<file path="src/offload_mem_pkg.sv">
package offload_mem_pkg;

    // ========================================================
    // Packet widths (shared by core and coprocessor builds)
    // ========================================================
    localparam int unsigned ID_WIDTH    = 4;   // Instruction id width
    localparam int unsigned ADDR_WIDTH  = 32;  // Memory address width
    localparam int unsigned DATA_WIDTH  = 32;  // Memory data width
    localparam int unsigned REG_WIDTH   = 5;   // Destination register idx
    localparam int unsigned FIFO_DEPTH  = 8;   // Outcome queue depth
    localparam int unsigned MEM_LATENCY = 2;   // Cycles from accept to data

    // Request packet: id, write flag, byte enables, address, write data
    localparam int unsigned REQ_WIDTH =
        ID_WIDTH + 1 + 4 + ADDR_WIDTH + DATA_WIDTH;

    // Outcome packet: id, error flag, read data
    localparam int unsigned OUT_WIDTH = ID_WIDTH + 1 + DATA_WIDTH;

    // ========================================================
    // Reset values and attribute window
    // ========================================================
    localparam logic [ADDR_WIDTH-1:0] ATTR_BASE  = 32'h0000_0000;
    localparam logic [ADDR_WIDTH-1:0] ATTR_LIMIT = 32'h7fff_ffff;
    localparam logic [1:0]            LAT_RESET  = 2'h0;

    // ========================================================
    // Memory sequencer states
    // ========================================================
    typedef enum logic [1:0] {
        SEQ_IDLE = 2'b00,   // Waiting for a request
        SEQ_WAIT = 2'b01,   // Memory access in flight
        SEQ_DONE = 2'b11    // Outcome ready to queue
    } seq_state_e;

    // Attribute check: address inside allowed window, word aligned
    function automatic logic attr_ok(input logic [ADDR_WIDTH-1:0] a);
        attr_ok = (a >= ATTR_BASE) && (a <= ATTR_LIMIT) && (a[1:0] == 2'h0);
    endfunction : attr_ok

endpackage : offload_mem_pkg

</file>
<file path="src/offload_memory_result_port.sv">
`timescale 1ns/1ns
// Summary of operation
// - Request taken only when valid and ready
// - Check response per accepted request, no data
// - Outcome valid with packet when result held
// - Writeback taken only when valid and ready
// - All ends built with identical parameter values
// - Timing split 20/20/60 core, interconnect, coprocessor
module offload_memory_result_port
    import offload_mem_pkg::*;
(
    input  wire logic                                clk_sys,
    input  wire logic                                rst_n,
    // Memory request channel
    input  wire logic                                mem_req_valid,
    output logic                                     mem_req_ready,
    input  wire logic [offload_mem_pkg::REQ_WIDTH-1:0] mem_req_packet,
    output logic                                     mem_rsp_valid,
    output logic                                     mem_rsp_exc,
    output logic      [offload_mem_pkg::ID_WIDTH-1:0]  mem_rsp_id,
    // Core memory access port
    output logic                                     core_mem_req,
    output logic                                     core_mem_we,
    output logic      [3:0]                          core_mem_be,
    output logic      [offload_mem_pkg::ADDR_WIDTH-1:0] core_mem_addr,
    output logic      [offload_mem_pkg::DATA_WIDTH-1:0] core_mem_wdata,
    input  wire logic [offload_mem_pkg::DATA_WIDTH-1:0] core_mem_rdata,
    input  wire logic                                core_mem_err,
    // Outcome channel, no ready
    output logic                                     outcome_valid,
    output logic      [offload_mem_pkg::OUT_WIDTH-1:0] outcome_packet,
    // Writeback channel
    input  wire logic                                wb_valid,
    output logic                                     wb_ready,
    input  wire logic [offload_mem_pkg::ID_WIDTH-1:0]  wb_id,
    input  wire logic [offload_mem_pkg::DATA_WIDTH-1:0] wb_data,
    input  wire logic [offload_mem_pkg::REG_WIDTH-1:0] wb_rd,
    input  wire logic                                wb_exc,
    input  wire logic                                wb_stall,
    // Register file write port
    output logic                                     rf_we,
    output logic      [offload_mem_pkg::REG_WIDTH-1:0] rf_waddr,
    output logic      [offload_mem_pkg::DATA_WIDTH-1:0] rf_wdata,
    output logic                                     wb_exc_pulse
);
    import offload_mem_pkg::*;   // Shared widths for every end

    // ========================================================
    // Request fields
    // ========================================================
    logic [ID_WIDTH-1:0]   req_id;     // Request instruction id
    logic                  req_we;     // Store when set
    logic [3:0]            req_be;     // Byte enables
    logic [ADDR_WIDTH-1:0] req_addr;   // Target address
    logic [DATA_WIDTH-1:0] req_wdata;  // Store data
    logic                  req_fire;   // Request handshake
    logic                  req_ok;     // Attribute check passed

    assign {req_id, req_we, req_be, req_addr, req_wdata} = mem_req_packet;
    assign req_fire = mem_req_valid && mem_req_ready;
    assign req_ok   = attr_ok(req_addr);

    // ========================================================
    // Sequencer state
    // ========================================================
    seq_state_e            state_q;     // Sequencer state
    logic [1:0]            lat_q;       // Access latency counter
    logic [ID_WIDTH-1:0]   id_q;        // Id of access in flight
    logic                  err_q;       // Access failed check or bus
    logic [DATA_WIDTH-1:0] rdata_q;     // Captured read data
    logic                  fifo_ready;  // Outcome queue has room
    logic                  out_push;    // Outcome enters queue

    // One access at a time, and only while the outcome queue has room:
    // this is how back-pressure from the queue reaches the coprocessor.
    assign mem_req_ready = (state_q == SEQ_IDLE) && fifo_ready;
    assign out_push      = (state_q == SEQ_DONE);

    // State sequencing
    always_ff @(posedge clk_sys or negedge rst_n) begin
        if (!rst_n) begin
            state_q <= SEQ_IDLE;
        end else begin
            unique case (state_q)
                SEQ_IDLE: begin
                    if (req_fire) begin
                        // Failed check skips the memory access
                        state_q <= req_ok ? SEQ_WAIT : SEQ_DONE;
                    end
                end
                SEQ_WAIT: begin
                    if (lat_q == 2'(MEM_LATENCY - 1)) begin
                        state_q <= SEQ_DONE;
                    end
                end
                SEQ_DONE: begin
                    // Queue room was reserved at accept time
                    state_q <= SEQ_IDLE;
                end
                default: begin
                    // Illegal code recovers to idle
                    state_q <= SEQ_IDLE;
                end
            endcase
        end
    end

    // Latency counter while the access is in flight
    always_ff @(posedge clk_sys or negedge rst_n) begin
        if (!rst_n) begin
            lat_q <= LAT_RESET;
        end else if (state_q == SEQ_WAIT) begin
            lat_q <= lat_q + 2'h1;
        end else begin
            lat_q <= LAT_RESET;
        end
    end

    // Core memory port drive, held for the whole access
    always_ff @(posedge clk_sys or negedge rst_n) begin
        if (!rst_n) begin
            core_mem_req   <= 1'b0;
            core_mem_we    <= 1'b0;
            core_mem_be    <= 4'h0;
            core_mem_addr  <= '0;
            core_mem_wdata <= '0;
        end else if (req_fire && req_ok) begin
            core_mem_req   <= 1'b1;
            core_mem_we    <= req_we;
            core_mem_be    <= req_be;
            core_mem_addr  <= req_addr;
            core_mem_wdata <= req_wdata;
        end else if (state_q == SEQ_WAIT &&
                     lat_q == 2'(MEM_LATENCY - 1)) begin
            core_mem_req <= 1'b0;
        end
    end

    // Outcome capture: id, error and read data
    always_ff @(posedge clk_sys or negedge rst_n) begin
        if (!rst_n) begin
            id_q    <= '0;
            err_q   <= 1'b0;
            rdata_q <= '0;
        end else if (req_fire) begin
            id_q    <= req_id;
            err_q   <= !req_ok;
            rdata_q <= '0;
        end else if (state_q == SEQ_WAIT &&
                     lat_q == 2'(MEM_LATENCY - 1)) begin
            err_q   <= core_mem_err;
            rdata_q <= core_mem_we ? '0 : core_mem_rdata;
        end
    end

    // ========================================================
    // Check response, one cycle after accept
    // ========================================================
    always_ff @(posedge clk_sys or negedge rst_n) begin
        if (!rst_n) begin
            mem_rsp_valid <= 1'b0;
            mem_rsp_exc   <= 1'b0;
            mem_rsp_id    <= '0;
        end else begin
            mem_rsp_valid <= req_fire;
            mem_rsp_exc   <= req_fire && !req_ok;
            if (req_fire) begin
                mem_rsp_id <= req_id;
            end
        end
    end

    // ========================================================
    // Outcome queue; drains every cycle since the far end never stalls
    // ========================================================
    logic                 q_valid;
    logic [OUT_WIDTH-1:0] q_data;

    outcome_fifo #(
        .WIDTH (OUT_WIDTH),
        .DEPTH (FIFO_DEPTH)
    ) outcome_fifo_inst (
        .clk_sys   (clk_sys),
        .rst_n     (rst_n),
        .in_valid  (out_push),
        .in_ready  (fifo_ready),
        .in_data   ({id_q, err_q, rdata_q}),
        .out_valid (q_valid),
        .out_ready (1'b1),
        .out_data  (q_data)
    );

    // Outcome registered: shown for exactly one cycle per word
    // Flops on the outputs keep the core's share of the path small,
    // leaving most of the cycle to the coprocessor
    always_ff @(posedge clk_sys or negedge rst_n) begin
        if (!rst_n) begin
            outcome_valid  <= 1'b0;
            outcome_packet <= '0;
        end else begin
            outcome_valid <= q_valid;
            if (q_valid) begin
                outcome_packet <= q_data;
            end
        end
    end

    // ========================================================
    // Writeback channel into the register file
    // ========================================================
    logic wb_fire;

    // Stall input lets the pipeline refuse writebacks
    assign wb_ready = !wb_stall;
    assign wb_fire  = wb_valid && wb_ready;

    // Register file write, one cycle per accepted writeback with no exception and wb_rd not zero
    always_ff @(posedge clk_sys or negedge rst_n) begin
        if (!rst_n) begin
            rf_we        <= 1'b0;
            rf_waddr     <= '0;
            rf_wdata     <= '0;
            wb_exc_pulse <= 1'b0;
        end else begin
            // Exceptions never write the register file
            rf_we        <= wb_fire && !wb_exc && (wb_rd != '0);
            wb_exc_pulse <= wb_fire && wb_exc;
            if (wb_fire) begin
                rf_waddr <= wb_rd;
                rf_wdata <= wb_data;
            end
        end
    end

    // ========================================================
    // Checks
    // ========================================================
    a_req_take_resp: assert property (@(posedge clk_sys) disable iff (!rst_n)
        req_fire |=> mem_rsp_valid && mem_rsp_id == $past(req_id))
        else $error("no check response after accepted request");
    a_rsp_only_fire: assert property (@(posedge clk_sys) disable iff (!rst_n)
        mem_rsp_valid |-> $past(mem_req_valid && mem_req_ready))
        else $error("response without handshake");
    a_outcome_follows: assert property (@(posedge clk_sys) disable iff (!rst_n)
        (req_fire && req_ok) |-> ##[3:14] outcome_valid)
        else $error("outcome missing after good request");
    a_outcome_pulse: assert property (@(posedge clk_sys) disable iff (!rst_n)
        outcome_valid |-> $past(q_valid))
        else $error("outcome without queued word");
    a_wb_write_take: assert property (@(posedge clk_sys) disable iff (!rst_n)
        rf_we |-> $past(wb_valid) && $past(wb_ready)
                  && rf_waddr == $past(wb_rd))
        else $error("register write without writeback handshake");
    a_wb_stall_block: assert property (@(posedge clk_sys) disable iff (!rst_n)
        wb_stall |=> !rf_we && !wb_exc_pulse)
        else $error("writeback taken while stalled");
    a_busy_not_ready: assert property (@(posedge clk_sys) disable iff (!rst_n)
        req_fire |=> !mem_req_ready)
        else $error("second request taken while busy");
    a_bad_addr_err: assert property (@(posedge clk_sys) disable iff (!rst_n)
        (req_fire && !req_ok) |=> mem_rsp_exc && out_push && err_q)
        else $error("failed check not reported");
    c_load_outcome: cover property (@(posedge clk_sys) disable iff (!rst_n)
        req_fire && req_ok && !req_we ##[1:12] outcome_valid);
    c_bad_request: cover property (@(posedge clk_sys) disable iff (!rst_n)
        mem_rsp_exc);
    c_wb_write: cover property (@(posedge clk_sys) disable iff (!rst_n)
        rf_we);
    c_wb_exc: cover property (@(posedge clk_sys) disable iff (!rst_n)
        wb_exc_pulse);

endmodule : offload_memory_result_port

</file>
<file path="src/outcome_fifo.sv">
`timescale 1ns/1ns
module outcome_fifo #(
    parameter int unsigned WIDTH = 8,
    parameter int unsigned DEPTH = 8
) (
    input  wire logic             clk_sys,
    input  wire logic             rst_n,
    input  wire logic             in_valid,
    output logic                  in_ready,
    input  wire logic [WIDTH-1:0] in_data,
    output logic                  out_valid,
    input  wire logic             out_ready,
    output logic      [WIDTH-1:0] out_data
);
    localparam int unsigned AW = $clog2(DEPTH);

    // ========================================================
    // Storage and pointers
    // ========================================================
    logic [WIDTH-1:0] mem_q [DEPTH];   // Word storage
    logic [AW-1:0]    wr_q;            // Write pointer
    logic [AW-1:0]    rd_q;            // Read pointer
    logic [AW:0]      cnt_q;           // Words held
    logic             push;
    logic             pop;

    assign in_ready  = (cnt_q != (AW+1)'(DEPTH));   // Honest full
    assign out_valid = (cnt_q != '0);               // Honest empty
    assign push      = in_valid && in_ready;
    assign pop       = out_valid && out_ready;
    assign out_data  = mem_q[rd_q];

    // Data array: no reset needed, guarded by count
    always_ff @(posedge clk_sys) begin
        if (push) begin
            mem_q[wr_q] <= in_data;
        end
    end

    // Pointers and fill level
    always_ff @(posedge clk_sys or negedge rst_n) begin
        if (!rst_n) begin
            wr_q  <= '0;
            rd_q  <= '0;
            cnt_q <= '0;
        end else begin
            if (push) begin
                wr_q <= (wr_q == AW'(DEPTH-1)) ? '0 : wr_q + 1'b1;
            end
            if (pop) begin
                rd_q <= (rd_q == AW'(DEPTH-1)) ? '0 : rd_q + 1'b1;
            end
            cnt_q <= cnt_q + (AW+1)'(push) - (AW+1)'(pop);
        end
    end

    // ========================================================
    // Checks
    // ========================================================
    a_no_overflow: assert property (@(posedge clk_sys) disable iff (!rst_n)
        cnt_q <= (AW+1)'(DEPTH))
        else $error("fifo count above depth");
    a_pop_count: assert property (@(posedge clk_sys) disable iff (!rst_n)
        (pop && !push) |=> cnt_q == $past(cnt_q) - 1'b1)
        else $error("fifo count not reduced on pop");
    c_fifo_pop: cover property (@(posedge clk_sys) disable iff (!rst_n)
        pop);

endmodule : outcome_fifo
</file>
<file path="config.mk">
export PLATFORM = sky130hd
export DESIGN_NAME = offload_memory_result_port
export DESIGN_NICKNAME = d
export VERILOG_FILES = /design/src/offload_mem_pkg.sv /design/src/offload_memory_result_port.sv /design/src/outcome_fifo.sv
export SDC_FILE = /design/constraint.sdc
export NUM_CORES = 1
export LEC_CHECK = 0
export BUFFER_PORTS_ARGS = -buffer_cell sky130_fd_sc_hd__clkbuf_2
export CORE_MARGIN = 2
export CORE_UTILIZATION = 43
export CTS_CLUSTER_SIZE = 24
export DETAILED_ROUTE_END_ITERATION = 10
export PLACE_DENSITY = 0.62
export SLEW_MARGIN = 20
export SYNTH_ARGS = -nofsm -noshare
export SYNTH_HDL_FRONTEND = slang
export SYNTH_HIERARCHICAL = 1
export SYNTH_SLANG_ARGS = --single-unit
export TNS_END_PERCENT = 20
</file>
<file path="constraint.sdc">
create_clock -name clk_sys -period 7 [get_ports clk_sys]
set_input_delay 1.05 -clock clk_sys [delete_from_list [all_inputs] [get_ports clk_sys]]
set_output_delay 1.05 -clock clk_sys [all_outputs]
set_load 0.03 [all_outputs]
</file>
Word-level counts from Yosys, hierarchy flattened
Memories as Yosys holds them, arrays and structs flattened. A register that Yosys moved wholly into a read port is not among the register bits.
Index checks and enable logic that the tools add are counted.
Widths: inputs -> output; s select.

operators by class
  muxes and demuxes = 16
  divide/modulo/power cells = 0
  bitwise operators = 0
  multipliers = 0
  $add $sub $neg = 5
  eq/ne operators = 8
  reduce and logical (&&, ||, !) cells = 23
  magnitude comparators = 2
  shifts and indexed selects = 0

operator list
  cell                  count
  $mux 32               3
  $ge 32x1->1 const B   1
  $le 32x31->1 const B  1
  $logic_and 1x1->1     12
  $mux 2                4
  $add 3x1->3 const B   2
  $eq 3x3->1 const B    2
  $mux 1                6
  $mux 3                2
  $reduce_bool 5->1     1
  $add 4x1->4           1
  $eq 2x1->1 const B    2
  $logic_not 1->1       4
  $logic_not 2->1       2
  $ne 2x2->1 const B    2
  $ne 4x4->1 const B    1
  $pmux 2 s2            1
  $reduce_bool 2->1     2
  $reduce_bool 4->1     1
  $sub 4x1->4           1
  $add 2x1->2 const B   1
  $eq 2x2->1 const B    1
  $reduce_and 2->1      1

word-level totals
  memories kept = 1
  input port bits = 153
  memory bits (writable) = 296
  output and inout port bits = 155
  memory bits (read-only) = 0
  latch bits = 0
  word-level logic and storage cells = 75
  bits in registers = 163

memory list
  memory                   depth  width  read ports  clocked after memory_dff  write ports  RTL line            RTL
  outcome_fifo_inst.mem_q  8      37     1           1                         1            outcome_fifo.sv:20  logic [WIDTH-1:0] mem_q [DEPTH];

Logic depth before layout (Yosys ltp)
Gate-level depths: netlist of the first run.

  depth in word-level cells = 6
  gate-level depth with buffers = 11
  gate-level depth less buffers = 11

Modules after synthesis
Netlist of the first run, hierarchy kept.

modules (own cells, without submodules)
  module                      seq. area each (µm²)  cells an instance  instances  area an instance (µm²)
  outcome_fifo                9138.8                484                1          11942.7
  offload_memory_result_port  4754.6                489                1          7513.5

Worst setup path before layout of the first run
No wires, ideal clock.

  kind = reg-to-reg
  start = reg outcome_fifo_inst.cnt_q[2]
  end = mem outcome_fifo_inst/mem_q[0][0] (netlist name), enable pin
  buffers on the path = 0
  arrival time = 4461 ps
  required time = 6476 ps
  cell stages (with the launch flop) = 6
  period minus slack after synthesis = 4985 ps
  slack = 2015 ps
  library setup time = 524 ps
  path through = dfrtp_1 > inv_1 > ha_1 > or3b_2 > nand2_1 > nor4_1

between the ends
  longest elaborated chain between the ends = 4

RTL lines
  element                       RTL line                          RTL
  start: declaration            outcome_fifo.sv:23                logic [AW:0] cnt_q;
  start signal: assignment      outcome_fifo.sv:53                cnt_q <= cnt_q + (AW+1)'(push) - (AW+1)'(pop);
  $ne 4x4->1                    outcome_fifo.sv:27                assign in_ready = (cnt_q != (AW+1)'(DEPTH));
  net fifo_ready                offload_memory_result_port.sv:71  logic fifo_ready;
  $logic_and 1x1->1             outcome_fifo.sv:29                assign push = in_valid && in_ready;
  $mux 1                        outcome_fifo.sv:35                if (push) begin
  $mux 1 (not written as such)  outcome_fifo.sv:36                mem_q[wr_q] <= in_data;
  end: declaration              outcome_fifo.sv:20

The timed path passes the listed nets, and every way through them passes these cells.

Worst setup path after layout of the first run
  start = reg outcome_fifo_inst.cnt_q[2]
  end = out mem_req_ready

between the ends
  longest elaborated chain between the ends = 2

RTL lines
  element            RTL line                          RTL
  $ne 4x4->1         outcome_fifo.sv:27
  net fifo_ready     offload_memory_result_port.sv:71
  $logic_and 1x1->1  offload_memory_result_port.sv:76  assign mem_req_ready = (state_q == SEQ_IDLE) && fifo_ready;
  end: declaration   offload_memory_result_port.sv:16  output logic mem_req_ready,

The timed path passes the listed nets, and every way through them passes these cells.

==> results.sh, run 1 <==
export IMPL_rsz0062_at_grt="no"
export IMPL_ys_ff_latch=496
export IMPL_cts_buffer_depth=3
export IMPL_io_buffers=303
export IMPL_setup_viol=0
export IMPL_post_cts_resized=0
export IMPL_tritoncts="done"
export IMPL_antenna_found_initial=2
export IMPL_critPathMaxFanout=4
export IMPL_synth_seq_area_share_pct=71.4
export IMPL_cts_hold_buf=0
export IMPL_syn_area_sq_mm=0.0195
export IMPL_timing_hold_violations_final=0
export IMPL_max_freq_mhz=322
export IMPL_critPathKind="reg -> out"
export IMPL_status="finished clean"
export IMPL_fin_ws_ns=3.89
export IMPL_grt_start_max_net_pins=77
export IMPL_cp_start_kind="register"
export IMPL_slew_viol_final=0
export IMPL_firstDrtPassIters=7
export IMPL_r2r_start="outcome_fifo_inst/rd_q[0]"
export IMPL_postLayoutCellArea_sq_mm=0.0232
export IMPL_ys_warn_count=6
export IMPL_end_kind="primary output"
export IMPL_die_w_um=217
export IMPL_crit_required_ns=5.95
export IMPL_power_uw=10100
export IMPL_cp_arrival_ns=2.06
export IMPL_hp_class="in -> async"
export IMPL_fin_tns_setup_ns=0
export IMPL_clkTransAtPathRegs_ns=0.06
export IMPL_h_tree_depth=2
export IMPL_r2r_slack_ns=3.93
export IMPL_numCtsBuffers=51
export IMPL_start_util_pct=43.8
export IMPL_globalRouteOverflowTotal=0
export IMPL_leakagePower_uw=0.00952
export IMPL_area_growth_pct=19.1
export IMPL_slew_headroom_pct=35.1
export IMPL_io_pins=308
export IMPL_clock_latency_ns=0.59
export IMPL_die_area_sq_mm=0.0470
export IMPL_power_density_mw_per_mm2=436
export IMPL_grt_pass1_wl_um=65400
export IMPL_period_minus_slack_ns=3.11
export IMPL_grt_pass1_vias=10700
export IMPL_placed_area_sq_mm=0.0216
export IMPL_synth_cells=973
export IMPL_worstMarginPinSlew_ns=0.973
export IMPL_hpwlAfterDp_um=26500
export IMPL_post_route_period_util_pct=44.4
export IMPL_cts_setup_buffers=0
export IMPL_routedWlPerCell_um=22.3
export IMPL_ys_types=35
export IMPL_syn_nets=1138
export IMPL_final_common_cell="clkbuf_2"
export IMPL_vias=9948
export IMPL_via_per_inst=5.13
export IMPL_rows=77
export IMPL_place_congestion=0.827
export IMPL_postSynthAreaPerCell_sq_um=20.0
export IMPL_core_sq_mm=0.0444
export IMPL_drc=0
export IMPL_finClkSkew_ns=0.0120
export IMPL_ir_drop_v=0.000303
export IMPL_maxCapViolCount=0
export IMPL_antenna_left=0
export IMPL_layout_nets=1468
export IMPL_clock_sinks=496
export IMPL_drive_above_1_share_pct=49.2
export IMPL_grt_usage_pct=18.7
export IMPL_pre_cts_slack_ns=3.79
export IMPL_die_y_um=217
export IMPL_crit_path_start="outcome_fifo_inst/cnt_q[2]"
export IMPL_final_cell_mix="302 x clkbuf_2, 296 x edfxtp_1, 197 x dfrtp_1, 102 x mux2_4, 85 x mux2_2"
export IMPL_drt_total_wl_um=43200
export IMPL_cts_root_buffer="clkbuf_16"
export IMPL_drt_iter0_markers=442
==> layer usage <==
| layer | global-route usage (%) | vias up | share of wire (%) |
|---|---|---|---|
| met2 | 30.8 | 344 | 49 |
| li1 | - | 4412 | - |
| met3 | 4.21 | 70 | 6.4 |
| met1 | 24.5 | 5120 | 42 |
| met4 | 6.32 | 2 | 2.4 |
| met5 | 0 | - | 0.030 |
==> Yosys cell counts, drive strengths merged <==
master,count,area (sq um)
mux2,187,2490
nor3b,2,15.0
or4,1,7.51
a21o,1,7.51
ha,11,138
and2b,1,7.51
nor4,1,6.26
dfrtp,200,5000
nor2,9,33.8
inv,9,33.8
xor2,2,17.5
nand3b,33,248
edfxtp,296,8890
and4bb,1,12.5
conb,1,3.75
nand3,1,5.00
a221o,1,10.0
or3b,2,17.5
nor3,5,25.0
buf,35,300
a21oi,34,170
and2,5,31.3
nand2b,4,25.0
and3b,1,8.76
fa,1,20.0
nand2,38,150
mux4,74,1700
clkbuf,15,67.6
nor2b,2,12.5
==> where the power goes <==
part / internal, uW / leakage (uW) / switching, uW / total, uW
combinational: 1530 / 0.00357 / 1770 / 3300
clock: 1450 / 0.000760 / 1090 / 2540
sequential: 3770 / 0.00519 / 499 / 4270
total: 6750 / 0.00952 / 3360 / 10100
==> logic make-up after synthesis <==
| family | share of synthesized area, % |
|---|---|
| buffers and inverters | 2.06 |
| multiplexers | 21.5 |
| XOR/XNOR | 0.0900 |
| AND/OR/NAND/NOR | 3.11 |
| other | 0.0193 |
| flip-flops | 71.4 |
| AO/OA/AOI/OAI | 0.965 |
| adder cells (fa/ha/maj) | 0.810 |
==> flip-flops by register name, summed over array words and instances, names as in the netlist, 2 cells and up <==
| name | cells |
|---|---|
| core_mem_be | 4 |
| lat_q | 2 |
| core_mem_addr | 32 |
| rf_wdata | 32 |
| mem_rsp_id | 4 |
| rf_waddr | 5 |
| state_q | 2 |
| outcome_packet | 37 |
| core_mem_wdata | 32 |
| rdata_q | 32 |
| outcome_fifo_inst/wr_q | 3 |
| outcome_fifo_inst/cnt_q | 4 |
| outcome_fifo_inst/mem_q | 296 |
| outcome_fifo_inst/rd_q | 3 |
==> per-stage QoR <==
step / utilization (%) / hold WS [ns] / std cells
6_report: 52.2 / 0.379 / 1938
5_1_grt: 52.2 / 0.399 / 1938
4_1_cts: 52.1 / 0.381 / 1936
3_5_place_dp: 48.6 / 0.451 / 1841
3_3_place_gp: 48.6 / 0.424 / 1841
2_1_floorplan: - / 0.410 / 973
==> worst max-delay path, cell delays in order, from the launching register on <==
cell	delay, ns
dfrtp_1	0.36
inv_1	0.10
ha_1	0.14
or3b_2	0.50
nor3b_1	0.17
clkbuf_2	0.20
==> path summary, 6_finish.rpt <==
| check | end | cells after the start |
|---|---|---|
| worst max-delay path | mem_req_ready | 5 |
| max in group asynchronous | outcome_fifo_inst/rd_q[2] | 2 |
| worst max register to register | outcome_packet[4] | 4 |
| min in group clk_sys | lat_q[0] | 1 |
| worst min-delay path | rdata_q[2] | 1 |
| worst min register to register | lat_q[0] | 1 |
==> area by class of cell <==
| cell class | count | area [sq um] |
|---|---|---|
| sequential | 496 | 13900 |
| clock buffer | 79 | 1470 |
| antenna | 1 | 2.50 |
| multi-input combinational | 418 | 5220 |
| fill | 3605 | 21200 |
| tap | 592 | 741 |
| timing repair buffer | 327 | 1710 |
| clock inverter | 16 | 87.6 |
| inverter | 9 | 33.8 |
(Power assumes the default switching activity.)
==> run 2, diff against run 1 <==
--- a/config.mk
+++ b/config.mk
@@ -10,7 +10,7 @@
 export CORE_UTILIZATION = 43
 export CTS_CLUSTER_SIZE = 24
 export DETAILED_ROUTE_END_ITERATION = 10
-export PLACE_DENSITY = 0.62
+export PLACE_DENSITY = 0.65
 export SLEW_MARGIN = 20
 export SYNTH_ARGS = -nofsm -noshare
 export SYNTH_HDL_FRONTEND = slang
==> constraint.sdc (replaced) <==
create_clock -name clk_sys -period 2.6 [get_ports clk_sys]
set_input_delay 0.39 -clock clk_sys [delete_from_list [all_inputs] [get_ports clk_sys]]
set_output_delay 0.39 -clock clk_sys [all_outputs]
set_load 0.03 [all_outputs]
==> run 2 against run 1 <==
Count of clock-buffer cells in the layout decreased by 11. Sequential share of layout area down 1.3 points. Clock power increased to 2.8 times the previous value. Non-clock buffer count is 21 higher. Combinational power grew to 2.8 times the previous value. Via count fell by 0.11%. Global-route usage decreased by 0.25 points. Flip-flop and latch count is the same. First-iteration DRC count increased by 39%. Highest routed layer unchanged.
==> results.sh, run 2 (synthesis gave the netlist of run 1 again) <==
export IMPL_status="finished clean"
export IMPL_core_sq_mm=0.0444
export IMPL_clock_latency_ns=0.59
export IMPL_cts_buffer_depth=3
export IMPL_cp_arrival_ns=2.02
export IMPL_drt_iter0_markers=616
export IMPL_min_from="wb_data[15]"
export IMPL_postLayoutCellArea_sq_mm=0.0237
export IMPL_firstDrtPassIters=6
export IMPL_die_y_um=217
export IMPL_clkTransAtPathRegs_ns=0.06
export IMPL_die_w_um=217
export IMPL_power_uw=27800
export IMPL_r2r_cells=10
export IMPL_grt_start_max_net_pins=63
export IMPL_via_per_inst=5.07
export IMPL_antenna_left=0
export IMPL_end_kind="primary output"
export IMPL_routedWlPerCell_um=21.5
export IMPL_numCtsBuffers=50
export IMPL_io_buffers=303
export IMPL_vias=9937
export IMPL_period_minus_slack_ns=2.41
export IMPL_antenna_found_initial=3
export IMPL_reg_top3="outcome_fifo_inst/mem_q: 296 flops, outcome_packet: 37 flops"
export IMPL_placed_area_sq_mm=0.0219
export IMPL_rsz0062_at_grt="no"
export IMPL_drive_above_1_share_pct=50.2
export IMPL_grt_usage_pct=18.4
export IMPL_cp_start_kind="register"
export IMPL_whs_path_depth=2
export IMPL_max_freq_mhz=414
export IMPL_rr_endpoint="outcome_fifo_inst/cnt_q[2]"
export IMPL_final_common_cell="clkbuf_2"
export IMPL_placedCellCount=1857
export IMPL_r2r_start="outcome_fifo_inst/cnt_q[2]"
export IMPL_timing_hold_violations_final=0
export IMPL_crit_required_ns=2.21
export IMPL_hp_class="in -> reg"
export IMPL_drc=0
export IMPL_area_growth_pct=21.6
export IMPL_place_congestion=0.832
export IMPL_fin_cells=1959
export IMPL_post_cts_resized=0
export IMPL_crit_path_start="outcome_fifo_inst/cnt_q[2]"
export IMPL_hpwlAfterDp_um=26000
export IMPL_critPathKind="reg -> out"
export IMPL_finClkSkew_ns=0.0170
export IMPL_slew_viol_final=0
export IMPL_layout_nets=1488
export IMPL_start_util_pct=43.8
export IMPL_min_to="rf_wdata[15]"
export IMPL_rows=77
export IMPL_maxCapViolCount=0
export IMPL_globalRouteOverflowTotal=0
export IMPL_io_pins=308
export IMPL_ir_drop_v=0.000805
export IMPL_final_cell_mix="302 x clkbuf_2, 296 x edfxtp_1, 197 x dfrtp_1, 102 x mux2_4, 85 x mux2_2"
export IMPL_setup_viol=0
export IMPL_drt_total_wl_um=42200
export IMPL_cts_setup_buffers=0
export IMPL_worstMarginPinSlew_ns=0.833
export IMPL_die_area_sq_mm=0.0470
export IMPL_slew_headroom_pct=44.5
export IMPL_largest_reg_flops=296
export IMPL_post_route_period_util_pct=92.9
export IMPL_r2r_slack_ns=0.23
export IMPL_cts_root_buffer="clkbuf_16"
export IMPL_grt_pass1_vias=10900
export IMPL_leakagePower_uw=0.00975
export IMPL_critPathMaxFanout=4
export IMPL_tritoncts="done"
export IMPL_clock_sinks=496
export IMPL_top_register="outcome_fifo_inst/mem_q"
export IMPL_h_tree_depth=2
export IMPL_grt_pass1_wl_um=64700
export IMPL_power_density_mw_per_mm2=1170
## run 2: cell types whose count changed in the layout (fill, tap and decap cells not counted), sizes merged
cell         previous run  this run
clkbuf                381       370
dlygate4sd3             0         6
clkinv                 14        19
buf                    25        40
diode                   1         2
bufinv                  0         4
inv                    10        11
## run 2: worst max-delay path: stages (launching register included)
cell      delay [ns]
dfrtp_1         0.37
inv_1           0.10
ha_1            0.14
or3b_2          0.49
nor3b_1         0.16
clkbuf_2        0.19
## run 2: worst max path at each step
| stage | slack, ns | end |
|---|---|---|
| 2_1_floorplan | -0.32 | outcome_fifo_inst/mem_q[7][0] |
| 3_5_place_dp | 0.23 | err_q |
| 4_1_cts | 0.14 | mem_req_ready |
| 3_3_place_gp | 0.26 | outcome_fifo_inst/cnt_q[2] |
| 5_1_grt | 0.09 | mem_req_ready |
| 6_report | 0.19 | mem_req_ready |
## run 2: layer usage
metal	up-vias	GRT usage (%)	wire length [um]	part of all wire, %
met2	320	30.9	21000	50
met4	2	4.66	607	1.4
met1	5113	24.0	17700	42
li1	4461	-	-	-
met3	41	4.79	2850	6.8
met5	-	0	16	0.038
## run 2: cell type report
| class | count | area (sq um) |
|---|---|---|
| Timing Repair Buffer | 348 | 2080 |
| Fill cell | 3539 | 20700 |
| Antenna cell | 2 | 5.00 |
| Clock buffer | 68 | 1420 |
| Clock inverter | 26 | 239 |
| Sequential cell | 496 | 13900 |
| Tap cell | 592 | 741 |
| Inverter | 9 | 33.8 |
| Multi-Input combinational cell | 418 | 5250 |
## run 2: timing repair
action / 4_1_cts / 5_1_grt
endpoints found under the setup margin: 0 / 0
hold buffers: 6 / 0
endpoints found under the hold margin: 63 / 0
## run 2: power breakdown
group	internal [uW]	switching (uW)	leakage, uW	total [uW]
clock	4220	2940	0.000815	7160
sequential	10100	1350	0.00519	11500
combinational	4330	4770	0.00374	9110
## run 2: through the flow
step	hold slack, ns	TNS, ns	worst slack (ns)	utilization (%)
final	0.0312	0	0.186	53.3
after global routing	0.000997	0	0.0910	53.3
after CTS	0.000178	0	0.138	53.3
after detailed placement	0.391	0	0.230	49.4
after global placement	0.391	0	0.258	49.4
after floorplan	0.0944	-78.45	-0.321	-
